===== config.mk =====
export PLATFORM = sky130hd
export DESIGN_NAME = ecm_unit
export DESIGN_NICKNAME = d
export VERILOG_FILES = /design/src/verilog/ecm_pkg.sv /design/src/verilog/ecm_unit.sv /design/src/verilog/ecm_capture.sv /design/src/verilog/ecm_pwm.sv
export SDC_FILE = /design/constraint.sdc
export NUM_CORES = 1
export LEC_CHECK = 0
export BUFFER_PORTS_ARGS = -buffer_cell sky130_fd_sc_hd__buf_4
export CAP_MARGIN = 20
export CORE_MARGIN = 4
export CORE_UTILIZATION = 55
export CTS_CLUSTER_SIZE = 16
export DETAILED_ROUTE_END_ITERATION = 12
export GPL_TIMING_DRIVEN = 0
export PLACE_DENSITY_LB_ADDON = 0.12
export SETUP_SLACK_MARGIN = 0.4
export SYNTH_ARGS = -nofsm -noshare
export SYNTH_HDL_FRONTEND = slang
export SYNTH_SLANG_ARGS = --single-unit

===== constraint.sdc =====
create_clock -name clk -period 2.3 [get_ports clk]
set_clock_uncertainty 0.1 [all_clocks]
set_input_delay 0.23 -clock clk [delete_from_list [all_inputs] [get_ports clk]]
set_output_delay 0.23 -clock clk [all_outputs]
set_load 0.01 [all_outputs]

===== src/verilog/ecm_pkg.sv =====
// Package for the enhanced capture/compare/PWM mode decode block
package ecm_pkg;

	// ---------------------------------------------------------------
	// Register byte offsets
	// ---------------------------------------------------------------
	localparam logic [7:0] ECM_OFS_CTRL    = 8'h00;
	localparam logic [7:0] ECM_OFS_DUTY_HI = 8'h04;
	localparam logic [7:0] ECM_OFS_CMP     = 8'h08;
	localparam logic [7:0] ECM_OFS_PERIOD  = 8'h0C;
	localparam logic [7:0] ECM_OFS_CAPT    = 8'h10;
	localparam logic [7:0] ECM_OFS_STATUS  = 8'h14;
	localparam logic [7:0] ECM_OFS_MASK    = 8'h18;
	localparam logic [7:0] ECM_OFS_STATE   = 8'h1C;

	// ---------------------------------------------------------------
	// Field positions and reset values
	// ---------------------------------------------------------------
	localparam int         ECM_MODE_LSB    = 0;
	localparam int         ECM_DCLSB_LSB   = 4;
	localparam int         ECM_ST_FLAG     = 0;
	localparam int         ECM_ST_SPEC     = 1;
	localparam int         ECM_NUM_EVT     = 2;
	localparam logic [7:0] ECM_PERIOD_RST  = 8'hFF;

	// ---------------------------------------------------------------
	// Mode codes
	// ---------------------------------------------------------------
	localparam logic [3:0] ECM_M_OFF     = 4'h0;
	localparam logic [3:0] ECM_M_CMP_TGL = 4'h2;
	localparam logic [3:0] ECM_M_CAP_FE  = 4'h4;
	localparam logic [3:0] ECM_M_CAP_RE  = 4'h5;
	localparam logic [3:0] ECM_M_CAP_R4  = 4'h6;
	localparam logic [3:0] ECM_M_CAP_R16 = 4'h7;
	localparam logic [3:0] ECM_M_CMP_SET = 4'h8;
	localparam logic [3:0] ECM_M_CMP_CLR = 4'h9;
	localparam logic [3:0] ECM_M_CMP_SWI = 4'hA;
	localparam logic [3:0] ECM_M_CMP_SPE = 4'hB;
	localparam logic [3:0] ECM_M_PWM_HH  = 4'hC;
	localparam logic [3:0] ECM_M_PWM_HL  = 4'hD;
	localparam logic [3:0] ECM_M_PWM_LH  = 4'hE;
	localparam logic [3:0] ECM_M_PWM_LL  = 4'hF;

	// ---------------------------------------------------------------
	// Carriers
	// ---------------------------------------------------------------
	typedef struct packed {
		logic        cyc;
		logic        stb;
		logic        we;
		logic [7:0]  adr;
		logic [3:0]  sel;
		logic [31:0] dat;
	} ecm_wb_req_t;

	typedef struct packed {
		logic a;
		logic b;
		logic c;
		logic d;
	} ecm_bridge_t;

	// ---------------------------------------------------------------
	// Mode decode
	// ---------------------------------------------------------------
	function automatic logic ecm_is_capture(input logic [3:0] m);
		return m[3:2] == 2'b01;
	endfunction : ecm_is_capture

	function automatic logic ecm_is_compare(input logic [3:0] m);
		return (m[3:2] == 2'b10) || (m == ECM_M_CMP_TGL);
	endfunction : ecm_is_compare

	function automatic logic ecm_is_pwm(input logic [3:0] m);
		return m[3:2] == 2'b11;
	endfunction : ecm_is_pwm

endpackage : ecm_pkg


===== src/verilog/ecm_unit.sv =====
// Enhanced capture/compare/PWM unit with mode decode and Wishbone registers
`timescale 1ns/1ps
`default_nettype none

module ecm_unit (
	// Clock and reset
	input  wire logic                 clk,
	input  wire logic                 srst,
	// Wishbone slave
	input  wire ecm_pkg::ecm_wb_req_t wb_req,
	output logic                      wb_ack_ff,
	output logic [31:0]               wb_dat_ff,
	// Timer and converter
	input  wire logic [15:0]          timer_value,
	input  wire logic                 adc_enabled,
	output logic                      timer_clear_ff,
	output logic                      adc_start_ff,
	// Pins
	input  wire logic                 capture_in,
	output ecm_pkg::ecm_bridge_t      bridge_out_ff,
	// Interrupt
	output logic                      irq_ff
);
	import ecm_pkg::*;

	// ---------------------------------------------------------------
	// Registers
	// ---------------------------------------------------------------
	logic [3:0]             unit_mode_field;
	logic [1:0]             duty_lsb_ff;
	logic [7:0]             duty_high_byte;
	logic [15:0]            cmp_ff;
	logic [7:0]             period_ff;
	logic [15:0]            capt_ff;
	logic [ECM_NUM_EVT-1:0] status_ff;
	logic [ECM_NUM_EVT-1:0] mask_ff;
	logic [3:0]             mode_prev_ff;
	logic                   cmp_out_ff;
	logic                   match_prev_ff;

	// ---------------------------------------------------------------
	// Decode
	// ---------------------------------------------------------------
	logic                   wr_en;
	logic                   rd_en;
	logic                   unit_off;
	logic                   mode_chg;
	logic                   is_cap;
	logic                   is_cmp;
	logic                   is_pwm;
	logic                   match_lvl;
	logic                   match_evt;
	logic                   cap_evt;
	logic                   pwm_raw;
	logic [9:0]             duty10;
	logic [ECM_NUM_EVT-1:0] evt_set;
	logic [ECM_NUM_EVT-1:0] w1c;
	logic [31:0]            rd_mux;
	logic [31:0]            wmask;
	ecm_bridge_t            nxt_bridge;

	assign wr_en = wb_req.cyc && wb_req.stb && wb_req.we && wb_ack_ff;
	assign rd_en = wb_req.cyc && wb_req.stb && !wb_ack_ff;

	// Byte-lane mask from select lines
	assign wmask = {{8{wb_req.sel[3]}}, {8{wb_req.sel[2]}},
		{8{wb_req.sel[1]}}, {8{wb_req.sel[0]}}};

	// Reserved codes decode to no function at all
	assign is_cap   = ecm_is_capture(unit_mode_field);
	assign is_cmp   = ecm_is_compare(unit_mode_field);
	assign is_pwm   = ecm_is_pwm(unit_mode_field);
	assign unit_off = !(is_cap || is_cmp || is_pwm);
	assign mode_chg = unit_mode_field != mode_prev_ff;

	assign duty10 = {duty_high_byte, duty_lsb_ff};

	// ---------------------------------------------------------------
	// Wishbone slave: ack one cycle after the strobe
	// ---------------------------------------------------------------
	always_ff @(posedge clk) begin
		if (srst) begin
			wb_ack_ff <= 1'b0;
		end else begin
			wb_ack_ff <= wb_req.cyc && wb_req.stb && !wb_ack_ff;
		end
	end

	// Unmapped offsets acknowledge and read as zero
	always_comb begin
		rd_mux = 32'h0000_0000;
		case (wb_req.adr)
			ECM_OFS_CTRL:    rd_mux[5:0] = {duty_lsb_ff, unit_mode_field};
			ECM_OFS_DUTY_HI: rd_mux[7:0] = duty_high_byte;
			ECM_OFS_CMP:     rd_mux[15:0] = cmp_ff;
			ECM_OFS_PERIOD:  rd_mux[7:0] = period_ff;
			ECM_OFS_CAPT:    rd_mux[15:0] = capt_ff;
			ECM_OFS_STATUS:  rd_mux[ECM_NUM_EVT-1:0] = status_ff;
			ECM_OFS_MASK:    rd_mux[ECM_NUM_EVT-1:0] = mask_ff;
			ECM_OFS_STATE:   rd_mux[4:0] = {cmp_out_ff, bridge_out_ff};
			default:         rd_mux = 32'h0000_0000;
		endcase
	end

	always_ff @(posedge clk) begin
		if (srst) begin
			wb_dat_ff <= 32'h0000_0000;
		end else if (rd_en) begin
			wb_dat_ff <= rd_mux;
		end
	end

	// ---------------------------------------------------------------
	// Control register
	// ---------------------------------------------------------------
	always_ff @(posedge clk) begin
		if (srst) begin
			unit_mode_field <= ECM_M_OFF;
			duty_lsb_ff     <= 2'b00;
		end else if (wr_en && wb_req.adr == ECM_OFS_CTRL && wb_req.sel[0]) begin
			unit_mode_field <= wb_req.dat[ECM_MODE_LSB +: 4];
			duty_lsb_ff     <= wb_req.dat[ECM_DCLSB_LSB +: 2];
		end
	end

	always_ff @(posedge clk) begin
		if (srst) begin
			mode_prev_ff <= ECM_M_OFF;
		end else begin
			mode_prev_ff <= unit_mode_field;
		end
	end

	// ---------------------------------------------------------------
	// Duty, compare and period registers
	// ---------------------------------------------------------------
	always_ff @(posedge clk) begin
		if (srst) begin
			duty_high_byte <= 8'h00;
		end else if (wr_en && wb_req.adr == ECM_OFS_DUTY_HI && wb_req.sel[0]) begin
			duty_high_byte <= wb_req.dat[7:0];
		end
	end

	always_ff @(posedge clk) begin
		if (srst) begin
			cmp_ff <= 16'h0000;
		end else if (wr_en && wb_req.adr == ECM_OFS_CMP) begin
			cmp_ff <= (cmp_ff & ~wmask[15:0]) | (wb_req.dat[15:0] & wmask[15:0]);
		end
	end

	always_ff @(posedge clk) begin
		if (srst) begin
			period_ff <= ECM_PERIOD_RST;
		end else if (wr_en && wb_req.adr == ECM_OFS_PERIOD && wb_req.sel[0]) begin
			period_ff <= wb_req.dat[7:0];
		end
	end

	always_ff @(posedge clk) begin
		if (srst) begin
			mask_ff <= '0;
		end else if (wr_en && wb_req.adr == ECM_OFS_MASK && wb_req.sel[0]) begin
			mask_ff <= wb_req.dat[ECM_NUM_EVT-1:0];
		end
	end

	// ---------------------------------------------------------------
	// Capture path
	// ---------------------------------------------------------------
	ecm_capture u_capture (
		.clk     (clk),
		.srst    (srst),
		.clear   (!is_cap || mode_chg),
		.mode    (unit_mode_field),
		.cap_pin (capture_in),
		.cap_evt (cap_evt)
	);

	always_ff @(posedge clk) begin
		if (srst) begin
			capt_ff <= 16'h0000;
		end else if (is_cap && cap_evt) begin
			capt_ff <= timer_value;
		end
	end

	// ---------------------------------------------------------------
	// Compare path: one event per match, on its first cycle
	// ---------------------------------------------------------------
	assign match_lvl = is_cmp && (timer_value == cmp_ff);
	assign match_evt = match_lvl && !match_prev_ff;

	always_ff @(posedge clk) begin
		if (srst) begin
			match_prev_ff <= 1'b0;
		end else begin
			match_prev_ff <= match_lvl;
		end
	end

	// Output held low whenever the unit is off or reserved
	always_ff @(posedge clk) begin
		if (srst || unit_off) begin
			cmp_out_ff <= 1'b0;
		end else if (!is_cmp) begin
			cmp_out_ff <= 1'b0;
		end else if (match_evt) begin
			case (unit_mode_field)
				ECM_M_CMP_TGL: cmp_out_ff <= !cmp_out_ff;
				ECM_M_CMP_SET: cmp_out_ff <= 1'b1;
				ECM_M_CMP_CLR: cmp_out_ff <= 1'b0;
				default:       cmp_out_ff <= cmp_out_ff;
			endcase
		end
	end

	// Special event: timer reset and conversion start are one-cycle pulses
	always_ff @(posedge clk) begin
		if (srst) begin
			timer_clear_ff <= 1'b0;
			adc_start_ff   <= 1'b0;
		end else begin
			timer_clear_ff <= match_evt && unit_mode_field == ECM_M_CMP_SPE;
			adc_start_ff   <= match_evt && unit_mode_field == ECM_M_CMP_SPE && adc_enabled;
		end
	end

	// ---------------------------------------------------------------
	// PWM path
	// ---------------------------------------------------------------
	ecm_pwm u_pwm (
		.clk     (clk),
		.srst    (srst),
		.en      (is_pwm),
		.period  (period_ff),
		.duty    (duty10),
		.pwm_raw (pwm_raw)
	);

	// Steering modes left out: all four pins carry pwm_raw, a and c inverted in LH and LL, b and d inverted in HL and LL
	always_comb begin
		nxt_bridge = '0;
		case (unit_mode_field)
			ECM_M_PWM_HH: nxt_bridge = {pwm_raw, pwm_raw, pwm_raw, pwm_raw};
			ECM_M_PWM_HL: nxt_bridge = {pwm_raw, !pwm_raw, pwm_raw, !pwm_raw};
			ECM_M_PWM_LH: nxt_bridge = {!pwm_raw, pwm_raw, !pwm_raw, pwm_raw};
			ECM_M_PWM_LL: nxt_bridge = {!pwm_raw, !pwm_raw, !pwm_raw, !pwm_raw};
			default: begin
				if (is_cmp) begin
					nxt_bridge.a = cmp_out_ff;
				end
			end
		endcase
	end

	always_ff @(posedge clk) begin
		if (srst || unit_off) begin
			bridge_out_ff <= '0;
		end else begin
			bridge_out_ff <= nxt_bridge;
		end
	end

	// ---------------------------------------------------------------
	// Status, mask and interrupt
	// ---------------------------------------------------------------
	always_comb begin
		evt_set              = '0;
		evt_set[ECM_ST_FLAG] = (is_cap && cap_evt) || match_evt;
		evt_set[ECM_ST_SPEC] = match_evt && unit_mode_field == ECM_M_CMP_SPE;
	end

	assign w1c = (wr_en && wb_req.adr == ECM_OFS_STATUS && wb_req.sel[0]) ?
		wb_req.dat[ECM_NUM_EVT-1:0] : '0;

	// A new event in the clearing cycle wins over the clear
	always_ff @(posedge clk) begin
		if (srst) begin
			status_ff <= '0;
		end else begin
			status_ff <= (status_ff & ~w1c) | evt_set;
		end
	end

	always_ff @(posedge clk) begin
		if (srst) begin
			irq_ff <= 1'b0;
		end else begin
			irq_ff <= |(((status_ff & ~w1c) | evt_set) & mask_ff);
		end
	end

endmodule : ecm_unit
`default_nettype wire


===== src/verilog/ecm_capture.sv =====
// Capture pin synchroniser, edge selection and edge prescaler
`timescale 1ns/1ps
`default_nettype none

module ecm_capture (
	// Clock and reset
	input  wire logic       clk,
	input  wire logic       srst,
	// Control
	input  wire logic       clear,
	input  wire logic [3:0] mode,
	// Pin and event
	input  wire logic       cap_pin,
	output logic            cap_evt
);
	import ecm_pkg::*;

	logic       sync1_ff;
	logic       sync2_ff;
	logic       prev_ff;
	logic [3:0] pre_ff;
	logic       rise;
	logic       fall;
	logic [3:0] last;

	always_ff @(posedge clk) begin
		sync1_ff <= cap_pin;
		sync2_ff <= sync1_ff;
		prev_ff  <= sync2_ff;
	end

	assign rise = sync2_ff & ~prev_ff;
	assign fall = ~sync2_ff & prev_ff;
	// Terminal count of the prescaler
	assign last = (mode == ECM_M_CAP_R16) ? 4'hF : 4'h3;

	// Prescaler cleared with the unit so a mode change starts a fresh count
	always_ff @(posedge clk) begin
		if (srst || clear) begin
			pre_ff <= 4'h0;
		end else if (rise && (mode == ECM_M_CAP_R4 || mode == ECM_M_CAP_R16)) begin
			pre_ff <= (pre_ff == last) ? 4'h0 : pre_ff + 4'h1;
		end
	end

	always_comb begin
		case (mode)
			ECM_M_CAP_FE:  cap_evt = fall;
			ECM_M_CAP_RE:  cap_evt = rise;
			ECM_M_CAP_R4:  cap_evt = rise && pre_ff == last;
			ECM_M_CAP_R16: cap_evt = rise && pre_ff == last;
			default:       cap_evt = 1'b0;
		endcase
	end

endmodule : ecm_capture
`default_nettype wire


===== src/verilog/ecm_pwm.sv =====
// Ten-bit PWM base: period counter and duty comparison
`timescale 1ns/1ps
`default_nettype none

module ecm_pwm (
	// Clock and reset
	input  wire logic       clk,
	input  wire logic       srst,
	// Control
	input  wire logic       en,
	input  wire logic [7:0] period,
	input  wire logic [9:0] duty,
	// Output
	output logic            pwm_raw
);
	logic [9:0] cnt_ff;
	logic [9:0] duty_ff;
	logic       wrap;

	assign wrap = cnt_ff == {period, 2'b11};

	// Duty latched only at wrap or while disabled, to avoid glitched periods
	always_ff @(posedge clk) begin
		if (srst || !en) begin
			cnt_ff  <= 10'h000;
			duty_ff <= duty;
		end else if (wrap) begin
			cnt_ff  <= 10'h000;
			duty_ff <= duty;
		end else begin
			cnt_ff <= cnt_ff + 10'h001;
		end
	end

	assign pwm_raw = en && (cnt_ff < duty_ff);

endmodule : ecm_pwm
`default_nettype wire


### After elaboration in Yosys (flattened, before gate mapping)

Cells that the tools add are included.
W data, S select, Z words.

| word-level totals | value |
|---|---|
| input port bits | 67 |
| output and inout port bits | 40 |
| bits in registers | 115 |

| operators by class | value |
|---|---|
| add/sub/neg operators | 2 |
| reductions and logical operators | 49 |
| equality and inequality tests | 26 |
| bitwise logic cells | 13 |
| muxes and demuxes | 15 |
| $lt $le $gt $ge | 1 |

Operators with widths:

| kind | count |
|---|---|
| $and A16 B16 Y16 | 2 |
| $eq A8 B5 Y1 const B | 4 |
| $eq A4 B4 Y1 const B | 7 |
| $logic_and A1 B1 Y1 | 23 |
| $mux W10 | 2 |
| $pmux W3 S6 | 1 |
| $eq A16 B16 Y1 | 1 |
| $eq A4 B3 Y1 const B | 4 |
| $eq A8 B4 Y1 const B | 2 |
| $not A16 Y16 | 1 |
| $or A16 B16 Y16 | 1 |
| $pmux W2 S8 | 1 |
| $pmux W8 S2 | 1 |
| $pmux W3 S4 | 1 |
| $reduce_or A2 Y1 | 6 |
| $add A10 B1 Y10 const B | 1 |
| $eq A10 B10 Y1 | 1 |
| $lt A10 B10 Y1 | 1 |
| $logic_or A1 B1 Y1 | 9 |
| $eq A8 B3 Y1 const B | 1 |
| $logic_not A8 Y1 | 1 |
| $mux W4 | 2 |
| $pmux W2 S4 | 1 |
| $logic_not A1 Y1 | 7 |
| 19 further kinds | 25 |

### Depth between registers and ports, before layout

Gate-level depths: netlist of the first run.

| depth | value |
|---|---|
| depth after elaboration | 11 |
| mapped depth | 9 |
| depth with buffers taken out | 8 |

### Hierarchy

Synthesis of the first run repeated with hierarchy kept, for this count alone.

| second synthesis, totals | value |
|---|---|
| cells, all modules | 631 |
| area, all modules | 5,546.6 um^2 |

By module, submodules not included:

| module | cells an instance | area each (um^2) | seq. area each (um^2) | times used |
|---|---|---|---|---|
| ecm_unit | 490 | 4,116.4 | 1,741.7 | 1 |
| ecm_pwm | 97 | 1,042.2 | 500.5 | 1 |
| ecm_capture | 44 | 387.9 | 140.1 | 1 |

### Worst setup path after synthesis of the first run

Ideal clock, no wire load.

| timing path | value |
|---|---|
| kind | reg-to-reg |
| from | register u_pwm.cnt_ff[3] |
| to | register u_pwm.duty_ff[0] (enable) |
| arrival time | 1.457 ns |
| path slack | 0.365 ns |
| stages on the path, launching flop included | 6 |
| path buffers | 1 |
| setup time | 0.378 ns |
| cell sequence | dfxtp_1 -> xnor2_1 -> nand4_1 -> nor4_1 -> a31o_2 -> clkbuf_1 |

| between the ends | value |
|---|---|
| longest elaborated chain between the ends | 2 |

RTL lines:

| what | RTL line | RTL |
|---|---|---|
| from (decl) | ecm_pwm.sv:16 | `logic [9:0] cnt_ff;` |
| from (signal assigned) | ecm_pwm.sv:31 | `cnt_ff <= cnt_ff + 10'h001;` |
| $eq A10 B10 Y1 | ecm_pwm.sv:20 | `assign wrap = cnt_ff == {period, 2'b11};` |
| $reduce_bool A2 Y1 (no line) | n/a |  |
| to (signal assigned) | ecm_pwm.sv:26 | `duty_ff <= duty;` |
| to (signal assigned) | ecm_pwm.sv:29 | `duty_ff <= duty;` |
| to (decl) | ecm_pwm.sv:17 | `logic [9:0] duty_ff;` |

Every way passes these cells.
A chain may end at the register's enable or synchronous reset.

### Final worst setup path of the first run

| timing path | value |
|---|---|
| from | register u_pwm.duty_ff[1] |
| to | register bridge_out_ff[3] (netlist name) |

| between the ends | value |
|---|---|
| longest elaborated chain between the ends | 4 |

RTL lines:

| what | RTL line | RTL |
|---|---|---|
| $lt A10 B10 Y1 (*) | ecm_pwm.sv:35 | `assign pwm_raw = en && (cnt_ff < duty_ff);` |
| $logic_and A1 B1 Y1 (*) | ecm_pwm.sv:35 |  |
| $logic_not A1 Y1 | ecm_unit.sv:248, ecm_unit.sv:249 |  |
| $pmux W1 S2 (*) | ecm_unit.sv:245 | `case (unit_mode_field)` |
| to (signal assigned) | ecm_unit.sv:262 | `bridge_out_ff <= nxt_bridge;` |
| to (decl) | ecm_unit.sv:20 | `output ecm_pkg::ecm_bridge_t bridge_out_ff,` |

Mark *: on every way between the ends. The rest lies on a longest branch, timed or not.

==> insert_results.sql, run 1 <==
INSERT INTO impl_metrics (metric_group, metric, value, unit) VALUES
('final_layout', 'layout_cells_sized_above_1', '28.7', '%'),
('route', 'drt-initial-drc-count', '453', ''),
('setup_path', 'worst-endpoint-required', '2.67', 'ns'),
('global_routing', 'grt_max_degree', '20', ''),
('floorplanning', 'die_h', '106', 'µm'),
('final_layout', 'layout_common_cells', 'sky130_fd_sc_hd__buf_4, sky130_fd_sc_hd__dfxtp_1, sky130_fd_sc_hd__nor2_1', ''),
('placed_design', 'post-place-cells', '777', ''),
('route', 'met3RoutedLength', '1350', 'µm'),
('floorplanning', 'std_cell_rows', '35', ''),
('power', 'irDropWorstVdd', '0.707', 'mV'),
('route', 'avgRoutedWirePerCell', '19.6', 'µm'),
('global_routing', 'first_global_vias', '5136', ''),
('cts', 'tritoncts', 'built', ''),
('route', 'dr_wl_met2', '8380', 'µm'),
('synthesis', 'count_of_flip_flops_with_a_built_in_enable_after_synthesis', '10', ''),
('synthesis', 'synthesis.instances', '563', ''),
('global_routing', 'gr-usage-all-layers', '29.4', '%'),
('global_routing', 'initial_antenna_violation_count', '0', ''),
('synthesis', 'synth_top_family_by_area', 'simple AND/OR/NAND/NOR gates', ''),
('synthesis', 'synthesis.area', '5280', 'µm²'),
('power', 'total_leakage_power', '3.04', 'nW'),
('hold_path', 'min_path_type', 'in2reg', ''),
('setup_path', 'worst_setup_path_end_kind', 'flip-flop', ''),
('setup_path', 'r2r_slack', '0.26', 'ns'),
('setup_path', 'critPathArrivalTime', '2.41', 'ns'),
('setup_path', 'timing.critical_path.cells', 'inv_1 > ha_1 > a211oi_1 > o21ai_2 > a221oi_2 > buf_4 > mux2i_4 > a21o_1', ''),
('timing', 'worst_slew_pin_slew', '0.935', 'ns'),
('global_routing', 'grt_remaining_overflow', '0', ''),
('timing', 'number_of_setup_violations_in_the_final_report', '0', ''),
('placed_design', 'dp_hpwl', '10700', 'µm'),
('timing', 'final-hold-violation-count', '0', ''),
('timing', 'max_freq', '490', 'MHz'),
('setup_path', 'rr_endpoint', 'bridge_out_ff[3]$_SDFF_PP0_', ''),
('synthesis', 'synth_xor_xnor_area_share', '6.46', '%'),
('synthesis', 'synth_compound_gate_area_share', '11.9', '%'),
('route', 'routed_vias_inst', '5.78', ''),
('job', 'cap_violations', '0', ''),
('cts', 'worstSkewPairLatency', '0.52', 'ns'),
('cts', 'cts_buffers', '17', ''),
('cts', 'clk_transition_reported_paths', '0.06', 'ns'),
('cts', 'buffer_depth_of_the_longest_clock_path', '2', ''),
('synthesis', 'async_reset_ff_share', '0', '%'),
('timing', 'post-route-min-period', '2.04', 'ns'),
('setup_path', 'worst_setup_path_start_kind', 'flip-flop', ''),
('final_layout', 'nFillCells', '579', ''),
('setup_path', 'crit_path_max_fanout', '2', ''),
('floorplanning', 'io_pins', '107', ''),
('synthesis', 'synth_area_in_adders', '2.60', '%'),
('floorplanning', 'dieArea', '11200', 'µm²'),
('synthesis', 'ys_seq_elements', '114', ''),
('cts', 'cts_root_buf', 'sky130_fd_sc_hd__clkbuf_8', ''),
('timing', 'final_max_slew_viols', '0', ''),
('global_routing', 'grt_first_pass_wirelength', '25800', 'µm'),
('route', 'route.final.wire_length', '16900', 'µm'),
('synthesis', 'syn_area_per_cell', '9.39', 'µm²'),
('outcome', 'outcome', 'complete, no violations', ''),
('synthesis', 'synthSimpleGateAreaFrac', '20.9', '%'),
('timing', 'grt_setup_unrepaired', 'yes', ''),
('floorplanning', 'start_util', '56.9', '%'),
('floorplanning', 'die-width', '106', 'µm'),
('route', 'drt_pre_antenna_iters', '6', ''),
('final_layout', 'stdcell_count', '865', ''),
('setup_path', 'critPathSlowestCell', 'sky130_fd_sc_hd__edfxtp_1', ''),
('cts', 'cts_num_sinks', '114', ''),
('synthesis', 'ys_warn_count', '0', ''),
('setup_path', 'cpPeakStageDelay', '0.36', 'ns'),
('final_layout', 'layout.cells.most_common', 'sky130_fd_sc_hd__buf_4', ''),
('route', 'num_vias', '5003', ''),
('final_layout', 'nets', '801', ''),
('final_layout', 'num_antenna_cells', '0', ''),
('timing', 'timing.max_slew.rel_slack', '37.1', '%');
-- where the power goes --
group / internal (mW) / switching, mW
Combinational: 0.175 / 0.176
Clock: 1.90 / 0.962
Sequential: 2.02 / 0.0123
-- cells by family (layout without fill, tap and decap cells) --
| kind of cell | Yosys count | in the layout |
|---|---|---|
| mux | 33 | 33 |
| compound gates | 83 | 83 |
| fa+ha+maj | 11 | 11 |
| flops | 114 | 114 |
| other cells | 1 | 16 |
| xor+xnor | 39 | 39 |
| simple gates | 221 | 221 |
| buf+inv | 61 | 219 |
-- metrics by stage --
stage	setup slack [ns]	hold slack [ns]	area [µm²]	TNS, ns
finish	0.259	0.0495	7440	0
global route	0.187	0.0537	7440	0
CTS	0.273	0.0284	7160	0
detailed placement	-0.0444	0.215	6030	-0.0444
global placement	0.0669	0.212	6030	0
floorplan	0.490	0.158	5340	0
-- cell usage after synthesis (4+ instances only) --
master	n	share of area (%)
sky130_fd_sc_hd__dfxtp_1	104	39
sky130_fd_sc_hd__nor2_1	67	4.8
sky130_fd_sc_hd__nand3_1	49	4.6
sky130_fd_sc_hd__nand2_1	45	3.2
sky130_fd_sc_hd__mux2i_1	33	6.3
sky130_fd_sc_hd__a21oi_1	26	2.5
sky130_fd_sc_hd__xnor2_1	26	4.3
sky130_fd_sc_hd__buf_4	21	3.0
sky130_fd_sc_hd__clkbuf_1	17	1.2
sky130_fd_sc_hd__a221oi_1	13	2.2
sky130_fd_sc_hd__xor2_1	13	2.2
sky130_fd_sc_hd__ha_1	11	2.6
sky130_fd_sc_hd__edfxtp_1	10	5.7
sky130_fd_sc_hd__inv_1	10	0.71
sky130_fd_sc_hd__nor3_1	10	0.95
sky130_fd_sc_hd__a22o_1	8	1.3
sky130_fd_sc_hd__nand4_1	8	0.95
sky130_fd_sc_hd__and2_1	6	0.71
sky130_fd_sc_hd__a211oi_1	5	0.71
sky130_fd_sc_hd__and3_1	5	0.59
sky130_fd_sc_hd__buf_2	5	0.47
sky130_fd_sc_hd__a21o_1	4	0.57
sky130_fd_sc_hd__buf_6	4	0.85
sky130_fd_sc_hd__nor2b_1	4	0.47
-- layout make-up --
type	count	area, µm²	area share, %
clock inverters	13	205	2.76
flip-flops and latches	114	2400	32.3
well taps	129	161	2.17
repair buffers	126	1090	14.7
inverters	13	48.8	0.656
plain buffers	48	328	4.41
clock buffers	19	432	5.81
multi-input cells	403	2770	37.2
-- worst min-delay path by stage --
| stage | from | to | cells past startpoint |
|---|---|---|---|
| 6_report | srst | mode_prev_ff[3]$_SDFF_PP0_ | 2 |
| 5_1_grt | srst | mode_prev_ff[3]$_SDFF_PP0_ | 2 |
| 4_1_cts | srst | mode_prev_ff[3]$_SDFF_PP0_ | 2 |
| 2_1_floorplan | capture_in | u_capture.sync1_ff$_DFF_P_ | 0 |
| 3_3_place_gp | u_capture.sync1_ff$_DFF_P_ | u_capture.sync2_ff$_DFF_P_ | 0 |
| 3_5_place_dp | u_capture.sync1_ff$_DFF_P_ | u_capture.sync2_ff$_DFF_P_ | 0 |
-- critical path: cells and delay by family (launching register included) --
family / cells / cell delay (ns)
flip-flops: 1 / 0.36
adder cells (fa/ha/maj): 1 / 0.22
multiplexers: 1 / 0.28
AO/OA/AOI/OAI: 4 / 0.76
buffers and inverters: 2 / 0.27
-- what timing repair did --
| item | in CTS | in global routing |
|---|---|---|
| pin swaps | 9 | 16 |
| hold endpoints to repair | 59 | 0 |
| gates cloned | 1 | 0 |
| hold buffers | 36 | 0 |
| buffers inserted | 5 | 14 |
| setup endpoints to repair | 40 | 69 |
| resized for setup | 17 | 45 |
-- routing by layer --
metal / GRT usage [%] / up-vias
met5: 0 / -
met4: 17.5 / 0
met3: 8.56 / 92
met2: 49.5 / 304
met1: 32.9 / 2330
li1: - / 2277
Power figures use the tool's default switching activity.
==> run 2, diff against run 1 <==
- ABC_AREA: default -> 1
- CORE_UTILIZATION: 55 -> 56
==> run 2 against run 1 <==
Against the previous run: cell count rose by 24%; sequential power barely moved; wire length rose by 1.1%; worst setup slack improved by 0.22 ns; non-clock buffer count fell by 23; cell area fell by 0.39%; combinational power rose by 2%; clock-buffer cell count rose by 7; synthesized cell count rose by 40%; worst hold slack improved by 0.024 ns; clock power fell by 22%.
==> insert_results.sql, run 2 <==
INSERT INTO impl_metrics (metric_group, metric, value, unit) VALUES
('outcome', 'outcome', 'complete, no violations', ''),
('placed_design', 'dp_hpwl', '12400', 'µm'),
('power', 'power_switching', '1.03', 'mW'),
('floorplanning', 'start_util', '57.9', '%'),
('setup_path', 'crit_buf_inv', '3', ''),
('timing', 'post-route-min-period', '1.82', 'ns'),
('cts', 'buffer_depth_of_the_longest_clock_path', '2', ''),
('timing', 'worst_slew_pin_slew', '0.731', 'ns'),
('setup_path', 'rr_startpoint', 'wb_ack_ff$_SDFF_PP0_', ''),
('power', 'cell_int_power', '3.59', 'mW'),
('synthesis', 'ys_seq_elements', '114', ''),
('final_layout', 'multi_input_gate_area', '2740', 'µm²'),
('placed_design', 'buffers_added_on_ports', '72', ''),
('timing', 'number_of_setup_violations_in_the_final_report', '0', ''),
('setup_path', 'r2r.worst_path.cells', '9', ''),
('global_routing', 'gr-usage-all-layers', '30.4', '%'),
('final_layout', 'num_antenna_cells', '0', ''),
('final_layout', 'layout_common_cells', 'sky130_fd_sc_hd__nand2_1, sky130_fd_sc_hd__dfxtp_1, sky130_fd_sc_hd__inv_1', ''),
('power', 'seq_power_share', '43.9', '%'),
('job', 'cap_violations', '0', ''),
('setup_path', 'crit_path_start', 'wb_ack_ff$_SDFF_PP0_', ''),
('synthesis', 'synthesis.instances', '788', ''),
('route', 'ant_nets', '0', ''),
('setup_path', 'cell_class_contributing_the_biggest_share_of_worst_path_delay', 'simple AND/OR/NAND/NOR gates', ''),
('floorplanning', 'std_cell_rows', '36', ''),
('route', 'num_vias', '5858', ''),
('synthesis', 'share_of_the_yosys_chip_area_belonging_to_registers', '41.7', '%'),
('timing', 'final_max_slew_viols', '0', ''),
('global_routing', 'grt_first_pass_wirelength', '27400', 'µm'),
('synthesis', 'synth_common_cells', 'sky130_fd_sc_hd__nand2_1, sky130_fd_sc_hd__dfxtp_1, sky130_fd_sc_hd__inv_1', ''),
('floorplanning', 'die-width', '109', 'µm'),
('setup_path', 'r2r_slack', '0.48', 'ns'),
('placed_design', 'post-place-cells', '1008', ''),
('timing', 'max_freq', '550', 'MHz'),
('floorplanning', 'core_area', '9860', 'µm²'),
('global_routing', 'first_global_vias', '5690', ''),
('setup_path', 'most_numerous_cell_on_the_critical_path', 'sky130_fd_sc_hd__inv_2', ''),
('final_layout', 'seqCellArea', '2380', 'µm²'),
('cts', 'tritoncts', 'built', ''),
('route', 'route.detailed.drc', '0', ''),
('setup_path', 'crit_path_max_fanout', '9', ''),
('timing', 'grt_setup_unrepaired', 'yes', ''),
('hold_path', 'min_path_type', 'in2reg', ''),
('final_layout', 'layout.cells.most_common', 'sky130_fd_sc_hd__nand2_1', ''),
('cts', 'cts_buffers', '17', ''),
('setup_path', 'worst-endpoint-required', '2.62', 'ns'),
('setup_path', 'critPathSlowestCell', 'sky130_fd_sc_hd__dfxtp_1', ''),
('timing', 'timing.final.crit_share', '79.0', '%'),
('synthesis', 'synth.largest_area_cell', 'sky130_fd_sc_hd__dfxtp_1', ''),
('final_layout', 'nets', '1012', ''),
('synthesis', 'ys_warn_count', '0', ''),
('cts', 'worstSkewPairLatency', '0.53', 'ns'),
('route', 'route.final.wire_length', '17100', 'µm'),
('synthesis', 'async_reset_ff_share', '0', '%'),
('setup_path', 'cpPeakStageDelay', '0.38', 'ns'),
('setup_path', 'worst_setup_path_start_kind', 'flip-flop', ''),
('global_routing', 'grt_remaining_overflow', '0', ''),
('global_routing', 'initial_antenna_violation_count', '0', ''),
('timing', 'final-hold-violation-count', '0', ''),
('route', 'drt-initial-drc-count', '456', ''),
('power', 'irDropWorstVdd', '0.518', 'mV'),
('cts', 'cts_root_buf', 'sky130_fd_sc_hd__clkbuf_8', ''),
('synthesis', 'dominantRegCellSynth', 'sky130_fd_sc_hd__dfxtp_1', ''),
('setup_path', 'timing.critical_path.cells', 'nand2_1 > nor2_2 > inv_1 > nor2_4 > inv_2 > nor2_8 > inv_2 > o21ai_0 > a21oi_1', ''),
('route', 'routed_vias_inst', '5.45', ''),
('power', 'total_leakage_power', '3.44', 'nW'),
('floorplanning', 'io_pins', '107', ''),
('power', 'areal_power_density_over_the_cells', '623', 'nW/µm²'),
('setup_path', 'crit_type', 'reg2reg', ''),
('setup_path', 'worst-path-stages', '9', ''),
('final_layout', 'flow.area_growth_from_synthesis', '29.8', '%'),
('synthesis', 'ys_top_cells_by_area', 'sky130_fd_sc_hd__dfxtp_1, sky130_fd_sc_hd__nand2_1, sky130_fd_sc_hd__inv_1', ''),
('synthesis', 'count_of_flip_flops_with_a_built_in_enable_after_synthesis', '10', ''),
('placed_design', 'place_congestion', '0.955', ''),
('final_layout', 'stdcell_count', '1075', ''),
('route', 'drt_pre_antenna_iters', '5', ''),
('power', 'power.share.combinational', '7.7', '%'),
('timing', 'timing.max_slew.rel_slack', '51.3', '%'),
('power', 'clock_power_share', '48.3', '%'),
('synthesis', 'synthDominantCellAreaShare', '36.5', '%'),
('setup_path', 'worst_setup_path_end_kind', 'flip-flop', ''),
('power', 'power.switching_fraction', '22.3', '%'),
('cts', 'clk_transition_reported_paths', '0.05', 'ns'),
('synthesis', 'ys_types', '36', ''),
('cts', 'cts-htree-levels', '4', ''),
('route', 'avgRoutedWirePerCell', '15.9', 'µm'),
('timing', 'timing.setup.tns', '0', 'ns'),
('floorplanning', 'dieArea', '11900', 'µm²'),
('global_routing', 'grt_max_degree', '17', ''),
('synthesis', 'synthesis.area', '5710', 'µm²'),
('floorplanning', 'die_h', '109', 'µm'),
('synthesis', 'post-synth-top-count-cell', 'sky130_fd_sc_hd__nand2_1', ''),
('final_layout', 'layout_cells_sized_above_1', '17.8', '%'),
('final_layout', 'nFillCells', '756', ''),
('cts', 'cts_num_sinks', '114', ''),
('synthesis', 'syn_area_per_cell', '7.24', 'µm²'),
('setup_path', 'critPathArrivalTime', '2.13', 'ns');
run 2: worst min path at each step:
| stage | from | to | slack [ns] | depth (start not counted) |
|---|---|---|---|---|
| after floorplan | capture_in | u_capture.sync1_ff$_DFF_P_ | 0.16 | 0 |
| after global placement | u_capture.sync1_ff$_DFF_P_ | u_capture.sync2_ff$_DFF_P_ | 0.21 | 0 |
| after detailed placement | u_capture.sync1_ff$_DFF_P_ | u_capture.sync2_ff$_DFF_P_ | 0.23 | 0 |
| after CTS | wb_req[38] | mask_ff[0]$_SDFFE_PP0P_ | 0.07 | 5 |
| after global routing | wb_req[38] | mask_ff[0]$_SDFFE_PP0P_ | 0.1 | 5 |
| final | wb_req[38] | mask_ff[0]$_SDFFE_PP0P_ | 0.07 | 5 |
run 2: worst reg2reg max path, stage by stage, from the launching register on:
cell and delay, ns:
sky130_fd_sc_hd__dfxtp_1 0.38, sky130_fd_sc_hd__nand2_1 0.10, sky130_fd_sc_hd__nor2_2 0.13, sky130_fd_sc_hd__inv_1 0.09, sky130_fd_sc_hd__nor2_4 0.27, sky130_fd_sc_hd__inv_2 0.13, sky130_fd_sc_hd__nor2_8 0.17, sky130_fd_sc_hd__inv_2 0.10
sky130_fd_sc_hd__o21ai_0 0.18, sky130_fd_sc_hd__a21oi_1 0.06
run 2: area by class of cell:
type / count / area share [%]
flip-flops and latches: 114 / 32.2
plain buffers: 40 / 3.75
multi-input cells: 540 / 36.9
repair buffers: 111 / 12.6
clock inverters: 1 / 0.0676
inverters: 110 / 5.61
clock buffers: 26 / 6.59
well taps: 133 / 2.25
run 2: power groups by stage:
stage	sequential, mW	combinational [mW]	clock (mW)
floorplan	2.07	0.147	0
global placement	2.07	0.296	0
detailed placement	2.07	0.300	0
CTS	2.03	0.349	2.24
global route	2.03	0.388	2.34
finish	2.03	0.358	2.23
run 2: metrics by stage:
| step | worst slack [ns] | power (mW) | utilization, % | cell area (µm²) | hold slack, ns |
|---|---|---|---|---|---|
| 2_1_floorplan | 0.422 | 2.22 | - | 5760 | 0.158 |
| 3_3_place_gp | -0.00357 | 2.36 | 65.6 | 6470 | 0.213 |
| 3_5_place_dp | -0.0597 | 2.37 | 65.6 | 6470 | 0.225 |
| 4_1_cts | 0.401 | 4.61 | 74.7 | 7370 | 0.0675 |
| 5_1_grt | 0.344 | 4.76 | 75.1 | 7410 | 0.0981 |
| 6_report | 0.483 | 4.62 | 75.1 | 7410 | 0.0736 |
run 2: cells by family (layout without fill, tap and decap cells):
kind of cell	Yosys count	after routing	share of synthesized area [%]
buf+inv	150	288	12.1
xor+xnor	13	13	2.00
compound gates	149	149	14.0
flops	114	114	41.7
other cells	1	16	0.0657
fa+ha+maj	11	11	2.41
simple gates	350	351	27.6
run 2: timing repair:
item / CTS / global route
cloned: 1 / 0
hold buffers: 35 / 0
pin swaps: 2 / 2
setup endpoints to repair: 18 / 41
hold endpoints to repair: 61 / 0
gates resized for setup: 5 / 8
setup buffers: 2 / 2
run 2: layer usage:
| layer | up-vias | GRT usage (%) | share of wire (%) |
|---|---|---|---|
| met4 | 0 | 12.9 | 3.4 |
| met3 | 52 | 7.05 | 7.6 |
| met5 | - | 0 | 0 |
| met1 | 2710 | 35.9 | 40 |
| li1 | 2816 | - | - |
| met2 | 280 | 52.6 | 49 |
